==> src/hdl/pma_pkg.sv <==
// constants, field layouts and carrier types of the power monitor accumulator
// assumes one 10 MHz clock domain and a 32-bit classic wishbone register bus

package pma_pkg;

    // ************************************************************
    // widths
    // ************************************************************
    localparam int ADC_W  = 12;
    localparam int SUM_W  = 19;
    localparam int PWR_W  = 25;
    localparam int ACC_W  = 24;
    localparam int ROLL_W = 8;
    localparam int CNT_W  = 24;
    localparam int SMP_W  = 8;

    // ************************************************************
    // register byte addresses
    // ************************************************************
    localparam logic [7:0] ADR_MON_CONFIG  = 8'h00;
    localparam logic [7:0] ADR_MON_CONTROL = 8'h04;
    localparam logic [7:0] ADR_STATUS      = 8'h08;
    localparam logic [7:0] ADR_VOLT        = 8'h0C;
    localparam logic [7:0] ADR_CURR        = 8'h10;
    localparam logic [7:0] ADR_AUX         = 8'h14;
    localparam logic [7:0] ADR_POWER       = 8'h18;
    localparam logic [7:0] ADR_EIN_ACC     = 8'h1C;
    localparam logic [7:0] ADR_EIN_ROLL    = 8'h20;
    localparam logic [7:0] ADR_EIN_CNT     = 8'h24;
    localparam logic [7:0] ADR_PEAK_CURR   = 8'h28;
    localparam logic [7:0] ADR_PEAK_VOLT   = 8'h2C;
    localparam logic [7:0] ADR_PEAK_AUX    = 8'h30;
    localparam logic [7:0] ADR_PEAK_CLR    = 8'h34;

    // ************************************************************
    // field positions
    // ************************************************************
    localparam int CTL_EXTERNAL_TRIGGER_MODE_BIT    = 0;
    localparam int CTL_GROUP_BIT   = 1;
    localparam int STS_BUSY_BIT    = 0;
    localparam int STS_GROUP_BIT   = 1;
    localparam int STS_EXTERNAL_TRIGGER_MODE_BIT    = 2;
    localparam int PCLR_CURR_BIT   = 0;
    localparam int PCLR_VOLT_BIT   = 1;
    localparam int PCLR_AUX_BIT    = 2;

    // ************************************************************
    // adc channel codes
    // ************************************************************
    localparam logic [1:0] CH_VOLT = 2'h0;
    localparam logic [1:0] CH_CURR = 2'h1;
    localparam logic [1:0] CH_AUX  = 2'h2;

    // ************************************************************
    // carriers
    // ************************************************************
    typedef struct packed {
        logic       gpo_level;
        logic       external_trigger_mode;
        logic       aux_en;
        logic       range50;
        logic [2:0] avg_n;
        logic       single;
    } pma_cfg_t;

    typedef struct packed {
        logic [ADC_W-1:0] aux;
        logic [ADC_W-1:0] curr;
        logic [ADC_W-1:0] volt;
    } pma_meas_t;

    localparam pma_cfg_t CFG_RESET = 8'h00;

    typedef enum logic [2:0] {
        ST_IDLE,
        ST_START,
        ST_WAIT,
        ST_CALC,
        ST_POWER
    } pma_state_t;

endpackage

==> src/hdl/pma_peak.sv <==
// peak holding register for one measured channel
// assumes load_i is a one-cycle pulse with value_i stable in that cycle

module pma_peak
    import pma_pkg::*;
#(
    parameter int W         = 12,
    parameter bit IS_SIGNED = 1'b0
) (
    input  wire logic         clk_i,
    input  wire logic         rst_i,
    input  wire logic         clear_i,
    input  wire logic         load_i,
    input  wire logic [W-1:0] value_i,
    output logic      [W-1:0] peak_o
);

    logic         higher;
    logic [W-1:0] peak_r;

    assign higher = IS_SIGNED ? ($signed(value_i) > $signed(peak_r))
                              : (value_i > peak_r);
    assign peak_o = peak_r;

    // new sample wins over a clear in the same cycle
    always_ff @(posedge clk_i) begin
        if (rst_i) begin
            peak_r <= '0;
        end else if (load_i && (higher || clear_i)) begin
            peak_r <= value_i;
        end else if (clear_i) begin
            peak_r <= '0;
        end
    end
endmodule

==> src/hdl/pma_top.sv <==
// power monitor sequencer, averager, power and energy accumulator
// assumes an adc front end on the same clock and a classic wishbone master;
// i2c pins and the shared trigger pin are asynchronous and synchronised here
//
// The register addresses and register access over Wishbone were decided locally.

// Function
// sample current, voltage, optionally auxiliary
// power is voltage times current
// add each power into readable accumulator; negative power adds zero here
// rollover on overflow, count every sample
// accumulator, rollover, count read together
// per channel peak since last clear
// average over two power n samples
// signed current, 25 or 50 mV range
// single shot gives one averaged result
// continuous keeps latest result readable
// continuous mode after reset
// single mode plus convert bit starts
// group convert waits for stop condition
// trigger pin edge starts single shot
// latest power readable as input power
// host derives energy from deltas
// accumulators and peaks zero at reset
module pma_top
    import pma_pkg::*;
(
    input  wire logic             clk_i,
    input  wire logic             rst_i,
    input  wire logic             wb_cyc_i,
    input  wire logic             wb_stb_i,
    input  wire logic             wb_we_i,
    input  wire logic [7:0]       wb_adr_i,
    input  wire logic [3:0]       wb_sel_i,
    input  wire logic [31:0]      wb_dat_i,
    output logic      [31:0]      wb_dat_o,
    output logic                  wb_ack_o,
    output logic                  adc_start_o,
    output logic      [1:0]       adc_chan_o,
    output logic                  adc_range50_o,
    input  wire logic             adc_done_i,
    input  wire logic [ADC_W-1:0] adc_data_i,
    input  wire logic             scl_i,
    input  wire logic             sda_i,
    input  wire logic             shared_output_trigger_pin_i,
    output logic                  shared_output_trigger_pin_o,
    output logic                  shared_output_trigger_pin_oe_n_o
);

    // ************************************************************
    // declarations
    // ************************************************************
    pma_cfg_t                cfg_r;
    pma_state_t              state_r;
    pma_meas_t               res_r;
    logic                    ack_r;
    logic [31:0]             dat_r;
    logic [31:0]             rd_data;
    logic                    wb_hit;
    logic                    wr_en;
    logic                    rd_en;
    logic                    wr_ctl;
    logic                    external_trigger_mode_now;
    logic                    group_set;
    logic                    group_pend_r;
    logic                    external_trigger_mode_pend_r;
    logic                    go;
    logic                    take;
    logic [2:0]              scl_s_r;
    logic [2:0]              sda_s_r;
    logic [2:0]              pin_s_r;
    logic                    stop_w;
    logic                    trig_edge;
    logic                    adc_start_r;
    logic [1:0]              chan_r;
    logic [SMP_W-1:0]        samp_r;
    logic [SMP_W-1:0]        last_w;
    logic [2:0]              avg_run_r;
    logic                    aux_run_r;
    logic [SUM_W-1:0]        sum_v_r;
    logic signed [SUM_W-1:0] sum_i_r;
    logic [SUM_W-1:0]        sum_a_r;
    logic                    sample_end;
    logic signed [PWR_W-1:0] pwr_nxt;
    logic signed [PWR_W-1:0] power_r;
    logic [ACC_W-1:0]        pwr_pos;
    logic [ACC_W:0]          acc_sum;
    logic [ACC_W-1:0]        acc_r;
    logic [ROLL_W-1:0]       roll_r;
    logic [CNT_W-1:0]        cnt_r;
    logic [ROLL_W-1:0]       snap_roll_r;
    logic [CNT_W-1:0]        snap_cnt_r;
    logic                    peak_load;
    logic [2:0]              peak_clr;
    logic [ADC_W-1:0]        peak_curr;
    logic [ADC_W-1:0]        peak_volt;
    logic [ADC_W-1:0]        peak_aux;

    // ************************************************************
    // wishbone slave
    // ************************************************************
    // one wait state: ack rises the cycle after the strobe, read data with it
    assign wb_hit   = wb_cyc_i && wb_stb_i && !ack_r;
    assign wr_en    = wb_hit && wb_we_i && wb_sel_i[0];
    assign rd_en    = wb_hit && !wb_we_i;
    assign wb_ack_o = ack_r;
    assign wb_dat_o = dat_r;

    always_ff @(posedge clk_i) begin
        if (rst_i) begin
            ack_r <= 1'b0;
        end else begin
            ack_r <= wb_hit;
        end
    end

    always_comb begin
        rd_data = 32'h0000_0000;
        case (wb_adr_i)
            ADR_MON_CONFIG:  rd_data = 32'(cfg_r);
            ADR_STATUS: begin
                rd_data[STS_BUSY_BIT]  = (state_r != ST_IDLE);
                rd_data[STS_GROUP_BIT] = group_pend_r;
                rd_data[STS_EXTERNAL_TRIGGER_MODE_BIT]  = external_trigger_mode_pend_r;
            end
            ADR_VOLT:        rd_data = 32'(res_r.volt);
            ADR_CURR:        rd_data = 32'($signed(res_r.curr));
            ADR_AUX:         rd_data = 32'(res_r.aux);
            ADR_POWER:       rd_data = 32'(power_r);
            ADR_EIN_ACC:     rd_data = 32'(acc_r);
            ADR_EIN_ROLL:    rd_data = 32'(snap_roll_r);
            ADR_EIN_CNT:     rd_data = 32'(snap_cnt_r);
            ADR_PEAK_CURR:   rd_data = 32'($signed(peak_curr));
            ADR_PEAK_VOLT:   rd_data = 32'(peak_volt);
            ADR_PEAK_AUX:    rd_data = 32'(peak_aux);
            default:         rd_data = 32'h0000_0000;
        endcase
    end

    always_ff @(posedge clk_i) begin
        if (rst_i) begin
            dat_r <= 32'h0000_0000;
        end else if (rd_en) begin
            dat_r <= rd_data;
        end
    end

    // reading the accumulator freezes the two counters beside it
    always_ff @(posedge clk_i) begin
        if (rst_i) begin
            snap_roll_r <= '0;
            snap_cnt_r  <= '0;
        end else if (rd_en && wb_adr_i == ADR_EIN_ACC) begin
            snap_roll_r <= roll_r;
            snap_cnt_r  <= cnt_r;
        end
    end

    // ************************************************************
    // configuration
    // ************************************************************
    always_ff @(posedge clk_i) begin
        if (rst_i) begin
            cfg_r <= CFG_RESET;
        end else if (wr_en && wb_adr_i == ADR_MON_CONFIG) begin
            cfg_r <= pma_cfg_t'(wb_dat_i[7:0]);
        end
    end

    // range select goes straight to the analog front end
    assign adc_range50_o = cfg_r.range50;
    // pin is released while it serves as the trigger input
    assign shared_output_trigger_pin_o      = cfg_r.gpo_level;
    assign shared_output_trigger_pin_oe_n_o = cfg_r.external_trigger_mode;

    assign peak_clr = (wr_en && wb_adr_i == ADR_PEAK_CLR) ? wb_dat_i[2:0]
                                                          : 3'h0;

    // ************************************************************
    // pin synchronisers
    // ************************************************************
    always_ff @(posedge clk_i) begin
        if (rst_i) begin
            scl_s_r <= 3'h7;
            sda_s_r <= 3'h7;
            pin_s_r <= 3'h0;
        end else begin
            scl_s_r <= {scl_s_r[1:0], scl_i};
            sda_s_r <= {sda_s_r[1:0], sda_i};
            pin_s_r <= {pin_s_r[1:0], shared_output_trigger_pin_i};
        end
    end

    // stop: sda rises while scl stays high; bit 0 is only read by bit 1
    assign stop_w    = scl_s_r[2] && scl_s_r[1] && sda_s_r[1] && !sda_s_r[2];
    assign trig_edge = cfg_r.external_trigger_mode
                       && pin_s_r[1] && !pin_s_r[2];

    // ************************************************************
    // conversion requests
    // ************************************************************
    assign wr_ctl    = wr_en && wb_adr_i == ADR_MON_CONTROL;
    assign external_trigger_mode_now  = wr_ctl && cfg_r.single && wb_dat_i[CTL_EXTERNAL_TRIGGER_MODE_BIT]
                       && !wb_dat_i[CTL_GROUP_BIT];
    assign group_set = wr_ctl && cfg_r.single && wb_dat_i[CTL_EXTERNAL_TRIGGER_MODE_BIT]
                       && wb_dat_i[CTL_GROUP_BIT];
    assign go        = !cfg_r.single || external_trigger_mode_pend_r;
    assign take      = (state_r == ST_IDLE) && go;

    // a new request wins over the clear of the same cycle
    always_ff @(posedge clk_i) begin
        if (rst_i) begin
            group_pend_r <= 1'b0;
        end else begin
            group_pend_r <= group_set || (group_pend_r && !stop_w);
        end
    end

    always_ff @(posedge clk_i) begin
        if (rst_i) begin
            external_trigger_mode_pend_r <= 1'b0;
        end else begin
            external_trigger_mode_pend_r <= external_trigger_mode_now || trig_edge
                           || (stop_w && group_pend_r)
                           || (external_trigger_mode_pend_r && !take);
        end
    end

    // ************************************************************
    // sampling sequencer
    // ************************************************************
    assign last_w     = SMP_W'((9'h001 << avg_run_r) - 9'h001);
    assign sample_end = adc_done_i && ((chan_r == CH_AUX)
                        || (chan_r == CH_CURR && !aux_run_r));
    assign adc_start_o = adc_start_r;
    assign adc_chan_o  = chan_r;

    always_ff @(posedge clk_i) begin
        if (rst_i) begin
            state_r     <= ST_IDLE;
            adc_start_r <= 1'b0;
            chan_r      <= CH_VOLT;
            samp_r      <= '0;
            avg_run_r   <= 3'h0;
            aux_run_r   <= 1'b0;
        end else begin
            adc_start_r <= 1'b0;
            case (state_r)
                ST_IDLE: begin
                    if (take) begin
                        state_r   <= ST_START;
                        chan_r    <= CH_VOLT;
                        samp_r    <= '0;
                        avg_run_r <= cfg_r.avg_n;
                        aux_run_r <= cfg_r.aux_en;
                    end
                end
                ST_START: begin
                    adc_start_r <= 1'b1;
                    state_r     <= ST_WAIT;
                end
                ST_WAIT: begin
                    if (sample_end && samp_r == last_w) begin
                        state_r <= ST_CALC;
                    end else if (sample_end) begin
                        samp_r  <= samp_r + 1'b1;
                        chan_r  <= CH_VOLT;
                        state_r <= ST_START;
                    end else if (adc_done_i) begin
                        chan_r  <= (chan_r == CH_VOLT) ? CH_CURR : CH_AUX;
                        state_r <= ST_START;
                    end
                end
                ST_CALC:  state_r <= ST_POWER;
                ST_POWER: state_r <= ST_IDLE;
                default:  state_r <= ST_IDLE;
            endcase
        end
    end

    // ************************************************************
    // averaging
    // ************************************************************
    always_ff @(posedge clk_i) begin
        if (rst_i || take) begin
            sum_v_r <= '0;
            sum_i_r <= '0;
            sum_a_r <= '0;
        end else if (state_r == ST_WAIT && adc_done_i) begin
            case (chan_r)
                CH_VOLT: sum_v_r <= sum_v_r + SUM_W'(adc_data_i);
                CH_CURR: sum_i_r <= sum_i_r + SUM_W'($signed(adc_data_i));
                CH_AUX:  sum_a_r <= sum_a_r + SUM_W'(adc_data_i);
                default: sum_v_r <= sum_v_r;
            endcase
        end
    end

    // results only move once per run, so a read never sees a partial one
    always_ff @(posedge clk_i) begin
        if (rst_i) begin
            res_r <= '0;
        end else if (state_r == ST_CALC) begin
            res_r.volt <= ADC_W'(sum_v_r >> avg_run_r);
            res_r.curr <= ADC_W'(sum_i_r >>> avg_run_r);
            if (aux_run_r) begin
                res_r.aux <= ADC_W'(sum_a_r >> avg_run_r);
            end
        end
    end

    // ************************************************************
    // power and energy
    // ************************************************************
    // negative power is not accumulated: energy only counts delivered power
    assign pwr_nxt = $signed({1'b0, res_r.volt}) * $signed(res_r.curr);
    assign pwr_pos = pwr_nxt[PWR_W-1] ? '0 : pwr_nxt[ACC_W-1:0];
    assign acc_sum = {1'b0, acc_r} + {1'b0, pwr_pos};

    always_ff @(posedge clk_i) begin
        if (rst_i) begin
            power_r <= '0;
        end else if (state_r == ST_POWER) begin
            power_r <= pwr_nxt;
        end
    end

    always_ff @(posedge clk_i) begin
        if (rst_i) begin
            acc_r  <= '0;
            roll_r <= '0;
            cnt_r  <= '0;
        end else if (state_r == ST_POWER) begin
            acc_r <= acc_sum[ACC_W-1:0];
            cnt_r <= cnt_r + 1'b1;
            if (acc_sum[ACC_W]) begin
                roll_r <= roll_r + 1'b1;
            end
        end
    end

    // ************************************************************
    // peaks
    // ************************************************************
    assign peak_load = (state_r == ST_POWER);

    pma_peak #(.W(ADC_W), .IS_SIGNED(1'b1)) u_peak_curr (
        .clk_i   (clk_i),
        .rst_i   (rst_i),
        .clear_i (peak_clr[PCLR_CURR_BIT]),
        .load_i  (peak_load),
        .value_i (res_r.curr),
        .peak_o  (peak_curr)
    );

    pma_peak #(.W(ADC_W), .IS_SIGNED(1'b0)) u_peak_volt (
        .clk_i   (clk_i),
        .rst_i   (rst_i),
        .clear_i (peak_clr[PCLR_VOLT_BIT]),
        .load_i  (peak_load),
        .value_i (res_r.volt),
        .peak_o  (peak_volt)
    );

    pma_peak #(.W(ADC_W), .IS_SIGNED(1'b0)) u_peak_aux (
        .clk_i   (clk_i),
        .rst_i   (rst_i),
        .clear_i (peak_clr[PCLR_AUX_BIT]),
        .load_i  (peak_load && aux_run_r),
        .value_i (res_r.aux),
        .peak_o  (peak_aux)
    );
endmodule

==> config.mk <==
export PLATFORM = sky130hd
export DESIGN_NAME = pma_top
export DESIGN_NICKNAME = d
export VERILOG_FILES = /design/src/hdl/pma_pkg.sv /design/src/hdl/pma_peak.sv /design/src/hdl/pma_top.sv
export SDC_FILE = /design/constraint.sdc
export NUM_CORES = 1
export LEC_CHECK = 0
export BUFFER_PORTS_ARGS = -buffer_cell sky130_fd_sc_hd__buf_2
export CAP_MARGIN = 40
export CORE_UTILIZATION = 52
export CTS_BUF_LIST = sky130_fd_sc_hd__clkbuf_2 sky130_fd_sc_hd__clkbuf_4 sky130_fd_sc_hd__clkbuf_8
export CTS_CLUSTER_DIAMETER = 40
export DETAILED_ROUTE_END_ITERATION = 8
export HOLD_SLACK_MARGIN = 0.15
export PLACE_DENSITY_LB_ADDON = 0.12
export SYNTH_ARGS = -nofsm -noshare
export SYNTH_HDL_FRONTEND = slang
export SYNTH_SLANG_ARGS = --single-unit
==> constraint.sdc <==
create_clock -name clk_i -period 9.1 [get_ports clk_i]
set_input_delay 0.455 -clock clk_i [delete_from_list [all_inputs] [get_ports clk_i]]
set_output_delay 0.455 -clock clk_i [all_outputs]
set_load 0.05 [all_outputs]
# Yosys cells after proc, flatten, opt, wreduce, memory -nomap -nowiden
# Index checks and enable logic that the tools add are counted.
# W data, S select, Z words.
# word_totals
in_bits	65
out_inout_bits	39
register_bits	312
word_cells	167
# op_classes
n_reduce_logical	66
n_mux	26
multipliers	1
add_sub_neg	8
n_lt_le_gt_ge	3
eq_ne	25
n_shift	4
# ops
cell	count
$pmux W29 S11	1
$mux W12	6
$add A19 B12 Y19	3
$eq A8 B6 Y1 const B	6
$shr A19 B3 Y12	2
$gt A12 B12 Y1	3
$pmux W3 S12	1
$eq A8 B5 Y1 const B	4
$logic_and A1 B1 Y1	30
$add A24 B24 Y25	1
$mul A13 B12 Y25	1
$add A24 B1 Y24 const B	1
$mux W24	1
$mux W8	3
$sshr A19 B3 Y12	1
$add A8 B1 Y8 const B	2
$eq A8 B4 Y1 const B	2
$pmux W8 S2	1
$mux W3	5
$reduce_and A2 Y1	7
$pmux W3 S4	1
$logic_or A1 B1 Y1	10
$mux W2	5
$logic_not A1 Y1	9
other kinds (20)	27

# Logic depth before layout (Yosys ltp)
# Gate-level depths: netlist (run 1).
# logic_depth
depth_word	11
ltp_mapped	31
depth_no_buf	29

# Hierarchy
# Synthesis (run 1) repeated with hierarchy kept, for this count alone.
# unflattened
cells_unflattened	2719
hier_area_um2	22718.0
# modules_own_cells
mod	seq_area_each_um2	area_each_um2	instances	cells_per_inst
pma_top	5385.2	20494.7	1	2502
pma_peak at u_peak_aux ...	240.2	724.4	2	71
pma_peak at u_peak_curr	240.2	774.5	1	75

# Worst setup path after synthesis (run 1)
# No wires, ideal clock.
# synth_timing
path_type	register to register
from	reg res_r[23] (netlist name)
to	reg acc_r[22]
required_ps	8983
n_path_buf	2
synth_period_minus_slack_ps	7478
arrival_time_ps	7361
stages_incl_launch_ff	30
setup_slack_ps	1622
setup_ps	117
cell_sequence	dfxtp_1 -> clkbuf_1 -> clkinv_1 -> nor2_1 -> fa_1 -> fa_1 -> fa_1 -> fa_1 -> inv_1 -> fa_1 -> inv_1 -> ha_1 -> a21o_1 -> a21oi_2 -> a2bb2oi_2 -> a41oi_4 -> o41ai_4 -> xnor2_2 -> buf_6 -> nor3_2 -> ha_1 -> fa_1 -> a21o_1 -> and4_1 -> nor3_2 -> o21ai_0 -> a31o_2 -> a41oi_1 -> mux2i_1 -> nand2_1
# synth_via
elab_chain_cells	3
# synth_rtl
element	line_no	text
start, declared	pma_top.sv:55	pma_meas_t res_r;
$mul A13 B12 Y25	pma_top.sv:316	assign pwr_nxt = $signed({1'b0, res_r.volt}) * $signed(res_r.curr);
$mux W24	pma_top.sv:317	assign pwr_pos = pwr_nxt[PWR_W-1] ? '0 : pwr_nxt[ACC_W-1:0];
$add A24 B24 Y25	pma_top.sv:318	assign acc_sum = {1'b0, acc_r} + {1'b0, pwr_pos};
end signal, assigned	pma_top.sv:334	acc_r <= acc_sum[ACC_W-1:0];
end, declared	pma_top.sv:88	logic [ACC_W-1:0] acc_r;
# No other way between the ends.
# A chain may end at the register's enable or synchronous reset.

# Worst setup path in the final report (run 1)
# layout_timing
from	reg res_r[6] (netlist name)
to	reg roll_r[7]
# layout_via
elab_chain_cells	4
# layout_rtl
element	line_no	text
$mul A13 B12 Y25	pma_top.sv:316	
$mux W24	pma_top.sv:317	
$add A24 B24 Y25	pma_top.sv:318	
$reduce_and A2 Y1 (no line)	n/a	
end signal, assigned	pma_top.sv:337	roll_r <= roll_r + 1'b1;
end, declared	pma_top.sv:89	logic [ROLL_W-1:0] roll_r;
# No other way between the ends.

==> results.py, run 1 <==
metrics = {
    "sta": {
        "fmax_mhz": 118,
        "clock_skew_ns": 0.0185,
        "fin_crit_ns": 8.48,
        "final_hold_viol_count": 0,
        "fin_ws_ns": 0.622,
        "setup_tns_ns": 0,
        "min_period_over_period_pct": 93.2,
        "slew_headroom_pct": 38.6,
        "rsz0062_at_grt": "no",
        "tightest_slew_ns": 0.919,
        "slew_violations": 0,
        "setup_viol": 0,
    },
    "yosys": {
        "ys_types": 92,
        "synth_edf_count": 0,
        "synth.avg_cell_area_um2": 8.38,
        "ys.flop_type": "dfxtp_1",
        "syn-instance-count": 2744,
        "ys_seq_area_share_pct": 26.6,
        "synth_nets": 3096,
        "async_reset_ff_share_pct": 0,
        "synth_area_leader_cell": "dfxtp_1",
        "ys_ff_latch": 305,
        "mappedNetlistArea_mm2": 0.0230,
        "synth.area.top_cells": "dfxtp_1 (27%), ha_1 (9.9%), fa_1 (9.1%)",
        "synth.most_common_cell": "nand2_1",
        "yosysWarningCount": 0,
        "ys_top_cells_by_count": "nand2_1 (358), dfxtp_1 (305), inv_1 (229), a21oi_1 (223), nor2_1 (220)",
        "synthDominantCellAreaShare_pct": 26.6,
    },
    "outcome": {
        "status": "complete, no violations",
    },
    "clock_tree": {
        "cts_setup_buffers": 0,
        "clk_path_buf_depth": 3,
        "clkSlewWorstSetupHoldPaths_ns": 0.06,
        "htree_levels": 2,
        "clockRootBuffer": "clkbuf_8",
        "clk_latency_ns": 0.65,
        "cts_tree": "done",
        "clkSinkCount": 305,
        "numCtsBuffers": 57,
    },
    "power": {
        "netSwitchingFraction_pct": 26.3,
        "p_int_w": 0.00239,
        "switchingPower_w": 0.000854,
        "finalPower_w": 0.00325,
        "p_comb_share_pct": 8.8,
        "powerDensity_mw_per_mm2": 129,
        "seqPwrFrac_pct": 42.2,
        "peakVddDrop_mv": 0.117,
        "leakage_nw": 10.4,
        "clockPowerShare_pct": 49.0,
    },
    "detailed_routing": {
        "drt-wirelength-per-cell_um": 18.9,
        "wirelength_um": 64300,
        "num_vias": 20020,
        "wl_met3_um": 3490,
        "drt_iter0_drc": 1429,
        "vias_per_cell": 5.87,
        "met2_length_um": 29100,
        "firstDrtPassIters": 6,
        "met1Wirelength_um": 29000,
        "detail-route-antenna-nets": 0,
        "top_layer": "met5",
        "drc": 0,
    },
    "floorplanning": {
        "die_x_um": 212,
        "core-area_mm2": 0.0434,
        "dieHeight_um": 212,
        "rows": 76,
        "die-area_mm2": 0.0451,
        "ioPinCount": 104,
        "start_util_pct": 53.0,
    },
    "placed_design": {
        "dp_cells": 3293,
        "portBuffers": 76,
        "dp_hpwl_um": 47800,
        "gp_congestion": 0.905,
        "pre_cts_ws_ns": 0.706,
    },
    "final_layout": {
        "syn2layout_area_growth_pct": 9.89,
        "final_util_pct": 58.3,
        "layout.cells.non_filler": 3409,
        "diodes": 0,
        "drive_gt1_share_pct": 10.8,
        "fin_nets": 3130,
    },
    "worst_setup_path": {
        "critPathLaunchType": "flop",
        "critical-path-max-stage-delay_ns": 0.80,
        "crit_cells": 26,
        "worst-path-max-fanout": 15,
        "crit_top_cell": "fa_1",
        "ff2ff_path_depth": 26,
        "worstPathArrival_ns": 8.99,
        "crit_family": "adder cells",
        "cp_slowest_cell": "dfxtp_1",
        "critical_path_class": "flop to flop",
        "critical_path_required_ns": 9.61,
        "crit_buf_inv": 4,
        "endpoint_kind": "flop",
    },
    "grt": {
        "track_usage_pct": 28.9,
        "antenna_found_initial": 1,
        "grt_first_pass_wirelength_um": 103000,
        "grt_max_degree": 80,
        "grt_pass1_vias": 19340,
        "overflow": 0,
    },
    "job": {
        "cap_violations": 0,
    },
    "worst_hold_path": {
        "min_path_type": "input pin to flop",
        "min_delay_path_depth": 2,
    },
}
per-layer routing:
metal	GRT usage [%]	up-vias
met3	3.84	140
met5	0	-
met4	13.6	2
met1	38.7	9685
met2	46.3	542
li1	-	9651
cell usage in the layout (no fill, tap or decap), types with 67 or more instances in the layout:
cell	synthesis	routed
mux2i_1	113	113
fa_1	105	105
dfxtp_1	305	303
nand2_1	358	356
ha_1	182	182
clkbuf_8	0	67
buf_2	32	75
a21oi_1	223	223
nor2_1	220	218
inv_1	229	229
power by group through the flow:
stage	sequential, W	clock, W	combinational, W
global placement	0.00140	0	0.000273
global route	0.00137	0.00168	0.000316
detailed placement	0.00140	0	0.000280
CTS	0.00137	0.00163	0.000285
finish	0.00137	0.00159	0.000286
floorplan	0.00139	0	0.000207
state kept, by name (all words and copies together) (netlist names), 2 cells and up:
signal / cells
pin_s_r: 3
sum_i_r: 19
sda_s_r: 3
snap_roll_r: 8
u_peak_volt.peak_o: 12
cfg_r: 5
sum_a_r: 19
acc_r: 24
roll_r: 8
state_r: 3
snap_cnt_r: 24
power_r: 25
u_peak_aux.peak_o: 12
res_r: 36
scl_s_r: 3
sum_v_r: 19
samp_r: 8
wb_dat_o: 25
avg_run_r: 3
adc_chan_o: 2
u_peak_curr.peak_o: 12
cnt_r: 24
metrics by stage:
step | hold WS [ns] | cell area, um2
after floorplan | 0.389 | 23000
after global placement | 0.405 | 23700
after detailed placement | 0.393 | 23800
after CTS | 0.178 | 25300
after global routing | 0.226 | 25300
final | 0.233 | 25300
path summary, 6_finish.rpt:
check | slack, ns | start | to
setup / recovery | 0.62 | res_r[6] | roll_r[7]
hold / removal | 0.23 | rst_i | shared_output_trigger_pin_oe_n_o
setup reg to reg | 0.62 | res_r[6] | roll_r[7]
hold reg to reg | 0.41 | sda_s_r[0] | sda_s_r[1]
timing repair:
action / 4_1_cts / 5_1_grt
hold endpoints to repair: 13 / 0
resized for setup: 0 / 0
endpoints found under the setup margin: 0 / 0
hold buffers: 11 / 0
cell families (layout without fill, tap and decap cells):
group | after synthesis | in the layout | share of synthesized area, %
compound gates | 605 | 605 | 17.7
xor+xnor | 99 | 99 | 3.80
fa+ha+maj | 287 | 287 | 19.0
buf+inv | 389 | 469 | 6.88
flops | 305 | 305 | 26.6
mux | 135 | 135 | 6.83
simple gates | 924 | 924 | 19.1
final cells by class:
type / count / area (um2)
repair buffers: 132 / 851
inverters: 232 / 871
flip-flops and latches: 305 / 6110
clock inverters: 27 / 369
clock buffers: 78 / 1000
fillers: 4063 / 18100
multi-input cells: 2050 / 15300
well taps: 585 / 732
No activity file was read; power rests on OpenSTA's default activity.
==> inputs of run 2 (changes only) <==
--- a/config.mk
+++ b/config.mk
@@ -7,7 +7,9 @@
 export LEC_CHECK = 0
 export BUFFER_PORTS_ARGS = -buffer_cell sky130_fd_sc_hd__buf_2
 export CAP_MARGIN = 40
-export CORE_UTILIZATION = 52
+export CELL_PAD_IN_SITES_DETAIL_PLACEMENT = 1
+export CELL_PAD_IN_SITES_GLOBAL_PLACEMENT = 1
+export CORE_UTILIZATION = 49
 export CTS_BUF_LIST = sky130_fd_sc_hd__clkbuf_2 sky130_fd_sc_hd__clkbuf_4 sky130_fd_sc_hd__clkbuf_8
 export CTS_CLUSTER_DIAMETER = 40
 export DETAILED_ROUTE_END_ITERATION = 8
==> results.py, run 2 (synthesis gave the netlist of run 1 again) <==
metrics = {
    "worst_hold_path": {
        "min_path_type": "input pin to flop",
    },
    "grt": {
        "grt_max_degree": 83,
        "overflow": 0,
        "track_usage_pct": 31.2,
        "grt-busiest-layer": "met2",
        "grt_pass1_vias": 21648,
        "antenna_found_initial": 0,
        "use_met2_pct": 53.0,
        "grt.met1_usage_pct": 40.2,
        "met3_usage_pct": 4.65,
        "grt_first_pass_wirelength_um": 117000,
    },
    "clock_tree": {
        "htree_levels": 3,
        "clkSlewWorstSetupHoldPaths_ns": 0.06,
        "cts_setup_buffers": 0,
        "numCtsBuffers": 67,
        "postCtsHoldBufs": 11,
        "clkSinkCount": 305,
        "clk_path_buf_depth": 3,
        "cts_resized": 0,
        "clockRootBuffer": "clkbuf_8",
        "clk_latency_ns": 0.65,
        "cts_tree": "done",
    },
    "sta": {
        "clock_skew_ns": 0.0188,
        "fin_crit_ns": 8.43,
        "tightest_slew_ns": 0.921,
        "setup_viol": 0,
        "holdWs_ns": 0.245,
        "slew_violations": 0,
        "rsz0062_at_grt": "no",
        "min_period_over_period_pct": 92.6,
        "slew_headroom_pct": 38.5,
        "setup_tns_ns": 0,
        "final_hold_viol_count": 0,
        "fmax_mhz": 119,
    },
    "detailed_routing": {
        "firstDrtPassIters": 6,
        "vias_per_cell": 5.99,
        "wirelength_um": 74000,
        "drt-wirelength-per-cell_um": 21.5,
        "detail-route-antenna-nets": 0,
        "num_vias": 20614,
        "drt_iter0_drc": 1334,
        "drc": 0,
    },
    "floorplanning": {
        "ioPinCount": 104,
        "rows": 79,
        "dieHeight_um": 219,
        "start_util_pct": 49.5,
        "die-area_mm2": 0.0478,
        "core-area_mm2": 0.0465,
        "die_x_um": 219,
    },
    "final_layout": {
        "syn2layout_area_growth_pct": 10.9,
        "regMostFlops": "res_r",
        "fin_nets": 3137,
        "drive_gt1_share_pct": 11.2,
        "diodes": 0,
        "largest_reg_flops": 36,
        "layout_commonest_cell": "nand2_1",
        "num-fill-cells": 5562,
        "final_cell_mix": "nand2_1 (356), dfxtp_1 (303), inv_1 (229)",
        "seq_area_mm2": 0.00611,
        "fin_area_mm2": 0.0255,
        "multi_input_area_mm2": 0.0153,
    },
    "job": {
        "cap_violations": 0,
    },
    "worst_setup_path": {
        "critPathLaunchType": "flop",
        "worst-path-max-fanout": 16,
        "worstPathArrival_ns": 9.01,
        "critical_path_class": "flop to flop",
        "critical_path_required_ns": 9.68,
        "endpoint_kind": "flop",
    },
    "power": {
        "leakage_nw": 10.5,
        "p_comb_share_pct": 8.4,
        "netSwitchingFraction_pct": 26.2,
        "seqPwrFrac_pct": 39.6,
        "p_int_w": 0.00256,
        "clockPowerShare_pct": 52.0,
        "peakVddDrop_mv": 0.139,
        "switchingPower_w": 0.000912,
        "powerDensity_mw_per_mm2": 136,
    },
    "outcome": {
        "status": "complete, no violations",
    },
    "placed_design": {
        "place_area_mm2": 0.0238,
        "gp_congestion": 0.908,
        "dp_hpwl_um": 55100,
        "portBuffers": 76,
    },
}
-- run 2: cell types whose count changed in the layout (fill, tap and decap cells not counted), sizes merged --
cell	change
clkinvlp	-1
clkinv	-3
clkbuf	+20
buf	-3
-- run 2: path summary, 6_finish.rpt --
check | start | end | slack, ns | cells after the start
hold reg to reg | sda_s_r[0] | sda_s_r[1] | 0.43 | 1
setup / recovery | res_r[4] | roll_r[3] | 0.67 | 26
setup reg to reg | res_r[4] | roll_r[3] | 0.67 | 26
hold / removal | wb_stb_i | wb_ack_o | 0.25 | 3
-- run 2: power by group through the flow --
stage | Sequential (W) | Clock [W] | Combinational, W
6_report | 0.00137 | 0.00181 | 0.000293
5_1_grt | 0.00137 | 0.00189 | 0.000323
4_1_cts | 0.00137 | 0.00184 | 0.000293
3_5_place_dp | 0.00140 | 0 | 0.000287
3_3_place_gp | 0.00140 | 0 | 0.000274
2_1_floorplan | 0.00139 | 0 | 0.000207
-- run 2: per-layer routing --
layer,vias up,part of all wire (%)
met5,-,0
met4,0,3.3
met3,150,4.5
met2,457,48
met1,10352,44
li1,9655,-
-- run 2: cell type report --
type / instances / area share [%]
multi-input combinational: 2050 / 60.1
sequential: 305 / 24.0
clock buffer: 98 / 4.92
inverter: 232 / 3.42
timing repair buffer: 129 / 3.23
tap: 607 / 2.98
clock inverter: 23 / 1.34
-- run 2: worst max-delay path, cell delays in order (launching register included) --
cell     delay [ns]
dfxtp_1        0.87
nand2_1        0.21
fa_1           0.54
fa_1           0.45
fa_1           0.54
inv_1          0.05
fa_1           0.48
inv_1          0.06
fa_1           0.53
inv_1          0.05
ha_1           0.24
or2_2          0.32
o22ai_1        0.39
or3_4          0.24
a41oi_4        0.12
o41ai_4        0.28
xnor2_2        0.25
buf_4          0.30
nor2_1         0.08
ha_1           0.45
and4_1         0.29
a221o_1        0.17
a21oi_1        0.11
a21oi_1        0.48
nand2_2        0.26
or4_1          0.52
nand2_1        0.08
-- run 2: per-stage QoR --
stage | utilization, % | setup WS (ns) | cells | power [W]
after detailed placement | 51.2 | 0.726 | 3312 | 0.00169
after CTS | 54.9 | 0.682 | 3444 | 0.00350
after global routing | 54.9 | 0.214 | 3444 | 0.00359
after global placement | 51.1 | 0.976 | 3308 | 0.00167
final | 54.9 | 0.672 | 3444 | 0.00347
after floorplan | - | 1.62 | 2744 | 0.00159
==> inputs of run 3 (changes only) <==
--- a/config.mk
+++ b/config.mk
@@ -9,7 +9,7 @@
 export CAP_MARGIN = 40
 export CELL_PAD_IN_SITES_DETAIL_PLACEMENT = 1
 export CELL_PAD_IN_SITES_GLOBAL_PLACEMENT = 1
-export CORE_UTILIZATION = 49
+export CORE_UTILIZATION = 41
 export CTS_BUF_LIST = sky130_fd_sc_hd__clkbuf_2 sky130_fd_sc_hd__clkbuf_4 sky130_fd_sc_hd__clkbuf_8
 export CTS_CLUSTER_DIAMETER = 40
 export DETAILED_ROUTE_END_ITERATION = 8
==> results.py, run 3 (synthesis gave the netlist of run 1 again) <==
metrics = {
    "outcome": {
        "status": "complete, no violations",
    },
    "sta": {
        "setup_tns_ns": 0,
        "setup_viol": 0,
        "slew_headroom_pct": 40.6,
        "slew_violations": 0,
        "clock_skew_ns": 0.0433,
        "tightest_slew_ns": 0.886,
        "rsz0062_at_grt": "no",
        "fmax_mhz": 121,
        "fin_crit_ns": 8.26,
        "min_period_over_period_pct": 90.7,
        "final_hold_viol_count": 0,
        "holdWs_ns": 0.243,
    },
    "worst_setup_path": {
        "critPathLaunchType": "flop",
        "worst-path-max-fanout": 12,
        "cp_slowest_cell": "dfxtp_1",
        "worstPathArrival_ns": 8.83,
        "crit_top_cell": "fa_1",
        "crit_family": "adder cells",
        "critical-path-max-stage-delay_ns": 0.72,
        "critical_path_class": "flop to flop",
        "crit_buf_inv": 5,
        "endpoint_kind": "flop",
        "critical_path_required_ns": 9.67,
    },
    "grt": {
        "grt_first_pass_wirelength_um": 120000,
        "grt_max_degree": 63,
        "overflow": 0,
        "grt_pass1_vias": 21801,
        "track_usage_pct": 26.8,
        "antenna_found_initial": 1,
    },
    "final_layout": {
        "multi_input_area_mm2": 0.0153,
        "final_util_pct": 46.9,
        "syn2layout_area_growth_pct": 12.6,
        "layout.cells.non_filler": 3606,
        "final_cell_mix": "nand2_1 (356), dfxtp_1 (303), inv_1 (229)",
        "largest_reg_flops": 36,
        "num-fill-cells": 6548,
        "drive_gt1_share_pct": 11.6,
        "seq_area_mm2": 0.00611,
        "regMostFlops": "res_r",
        "layout_commonest_cell": "nand2_1",
        "fin_nets": 3159,
        "fin_area_mm2": 0.0259,
    },
    "detailed_routing": {
        "num_vias": 20479,
        "detail-route-antenna-nets": 0,
        "drt_iter0_drc": 1039,
        "vias_per_cell": 5.68,
        "firstDrtPassIters": 7,
        "drt-wirelength-per-cell_um": 20.8,
        "drc": 0,
        "wirelength_um": 75100,
    },
    "power": {
        "leakage_nw": 10.7,
        "p_int_w": 0.00261,
        "switchingPower_w": 0.000933,
        "netSwitchingFraction_pct": 26.4,
        "peakVddDrop_mv": 0.121,
        "clockPowerShare_pct": 52.7,
        "seqPwrFrac_pct": 38.8,
        "p_comb_share_pct": 8.5,
        "powerDensity_mw_per_mm2": 137,
    },
    "placed_design": {
        "gp_congestion": 0.878,
        "portBuffers": 76,
        "dp_hpwl_um": 56900,
        "dp_cells": 3463,
        "place_area_mm2": 0.0240,
    },
    "clock_tree": {
        "cts_setup_buffers": 0,
        "clk_latency_ns": 0.67,
        "clk_path_buf_depth": 3,
        "clkSlewWorstSetupHoldPaths_ns": 0.06,
        "cts_tree": "done",
        "clkSinkCount": 305,
        "clockRootBuffer": "clkbuf_8",
        "htree_levels": 3,
        "numCtsBuffers": 72,
    },
    "floorplanning": {
        "die-area_mm2": 0.0570,
        "core-area_mm2": 0.0552,
        "start_util_pct": 41.7,
        "ioPinCount": 104,
        "die_x_um": 239,
        "dieHeight_um": 239,
        "rows": 86,
    },
    "job": {
        "cap_violations": 0,
    },
    "worst_hold_path": {
        "min_path_type": "input pin to flop",
    },
}
==> run 3: path summary, 6_finish.rpt <==
| check | startpoint | slack (ns) | cells past startpoint | endpoint |
|---|---|---|---|---|
| max | res_r[6] | 0.84 | 27 | roll_r[5] |
| min reg2reg | scl_s_r[0] | 0.41 | 1 | scl_s_r[1] |
| max reg2reg | res_r[6] | 0.84 | 27 | roll_r[5] |
| min | adc_data_i[0] | 0.24 | 4 | sum_v_r[0] |
==> run 3: timing repair <==
| action | 4_1_cts | 5_1_grt |
|---|---|---|
| hold buffers | 18 | 0 |
| gates resized for setup | 0 | 0 |
| hold endpoints to repair | 16 | 0 |
==> run 3: final cells by class <==
cell class | instances | share of cell area [%]
timing repair buffer | 146 | 3.79
sequential | 305 | 23.6
multi-input combinational | 2050 | 59.2
tap | 748 | 3.61
clock inverter | 24 | 1.37
antenna | 1 | 0.00966
clock buffer | 100 | 5.07
inverter | 232 | 3.36
==> run 3: metal layers <==
layer	global-route usage, %	part of all wire, %
met1	35.2	46
met4	8.62	2.5
met3	3.16	3.3
met2	45.7	48
met5	0	0
==> run 3: worst reg2reg max path: stages (launching register included) <==
cell	delay (ns)
dfxtp_1	0.72
nand2_1	0.16
fa_1	0.56
fa_1	0.43
fa_1	0.51
inv_1	0.07
fa_1	0.54
inv_1	0.06
fa_1	0.53
inv_1	0.06
ha_1	0.25
or2_2	0.33
o22ai_1	0.37
or3_4	0.25
a41oi_4	0.12
o41ai_4	0.29
xnor2_2	0.25
buf_6	0.22
buf_4	0.22
nor2_1	0.08
ha_1	0.37
and3_1	0.24
o2111ai_1	0.19
o21a_1	0.23
o211ai_2	0.33
nand2_2	0.23
or4_1	0.50
o21ai_0	0.08
==> run 3: per-stage QoR <==
step	power, W	setup slack, ns
finish	0.00354	0.844
global route	0.00368	0.295
CTS	0.00359	0.821
detailed placement	0.00170	0.787
global placement	0.00168	0.732
floorplan	0.00159	1.62
==> run 3: power groups by stage <==
stage,clock network (W),registers [W],logic [W]
global placement,0,0.00140,0.000283
global route,0.00197,0.00137,0.000332
detailed placement,0,0.00140,0.000294
CTS,0.00191,0.00137,0.000300
finish,0.00187,0.00137,0.000300
floorplan,0,0.00139,0.000207
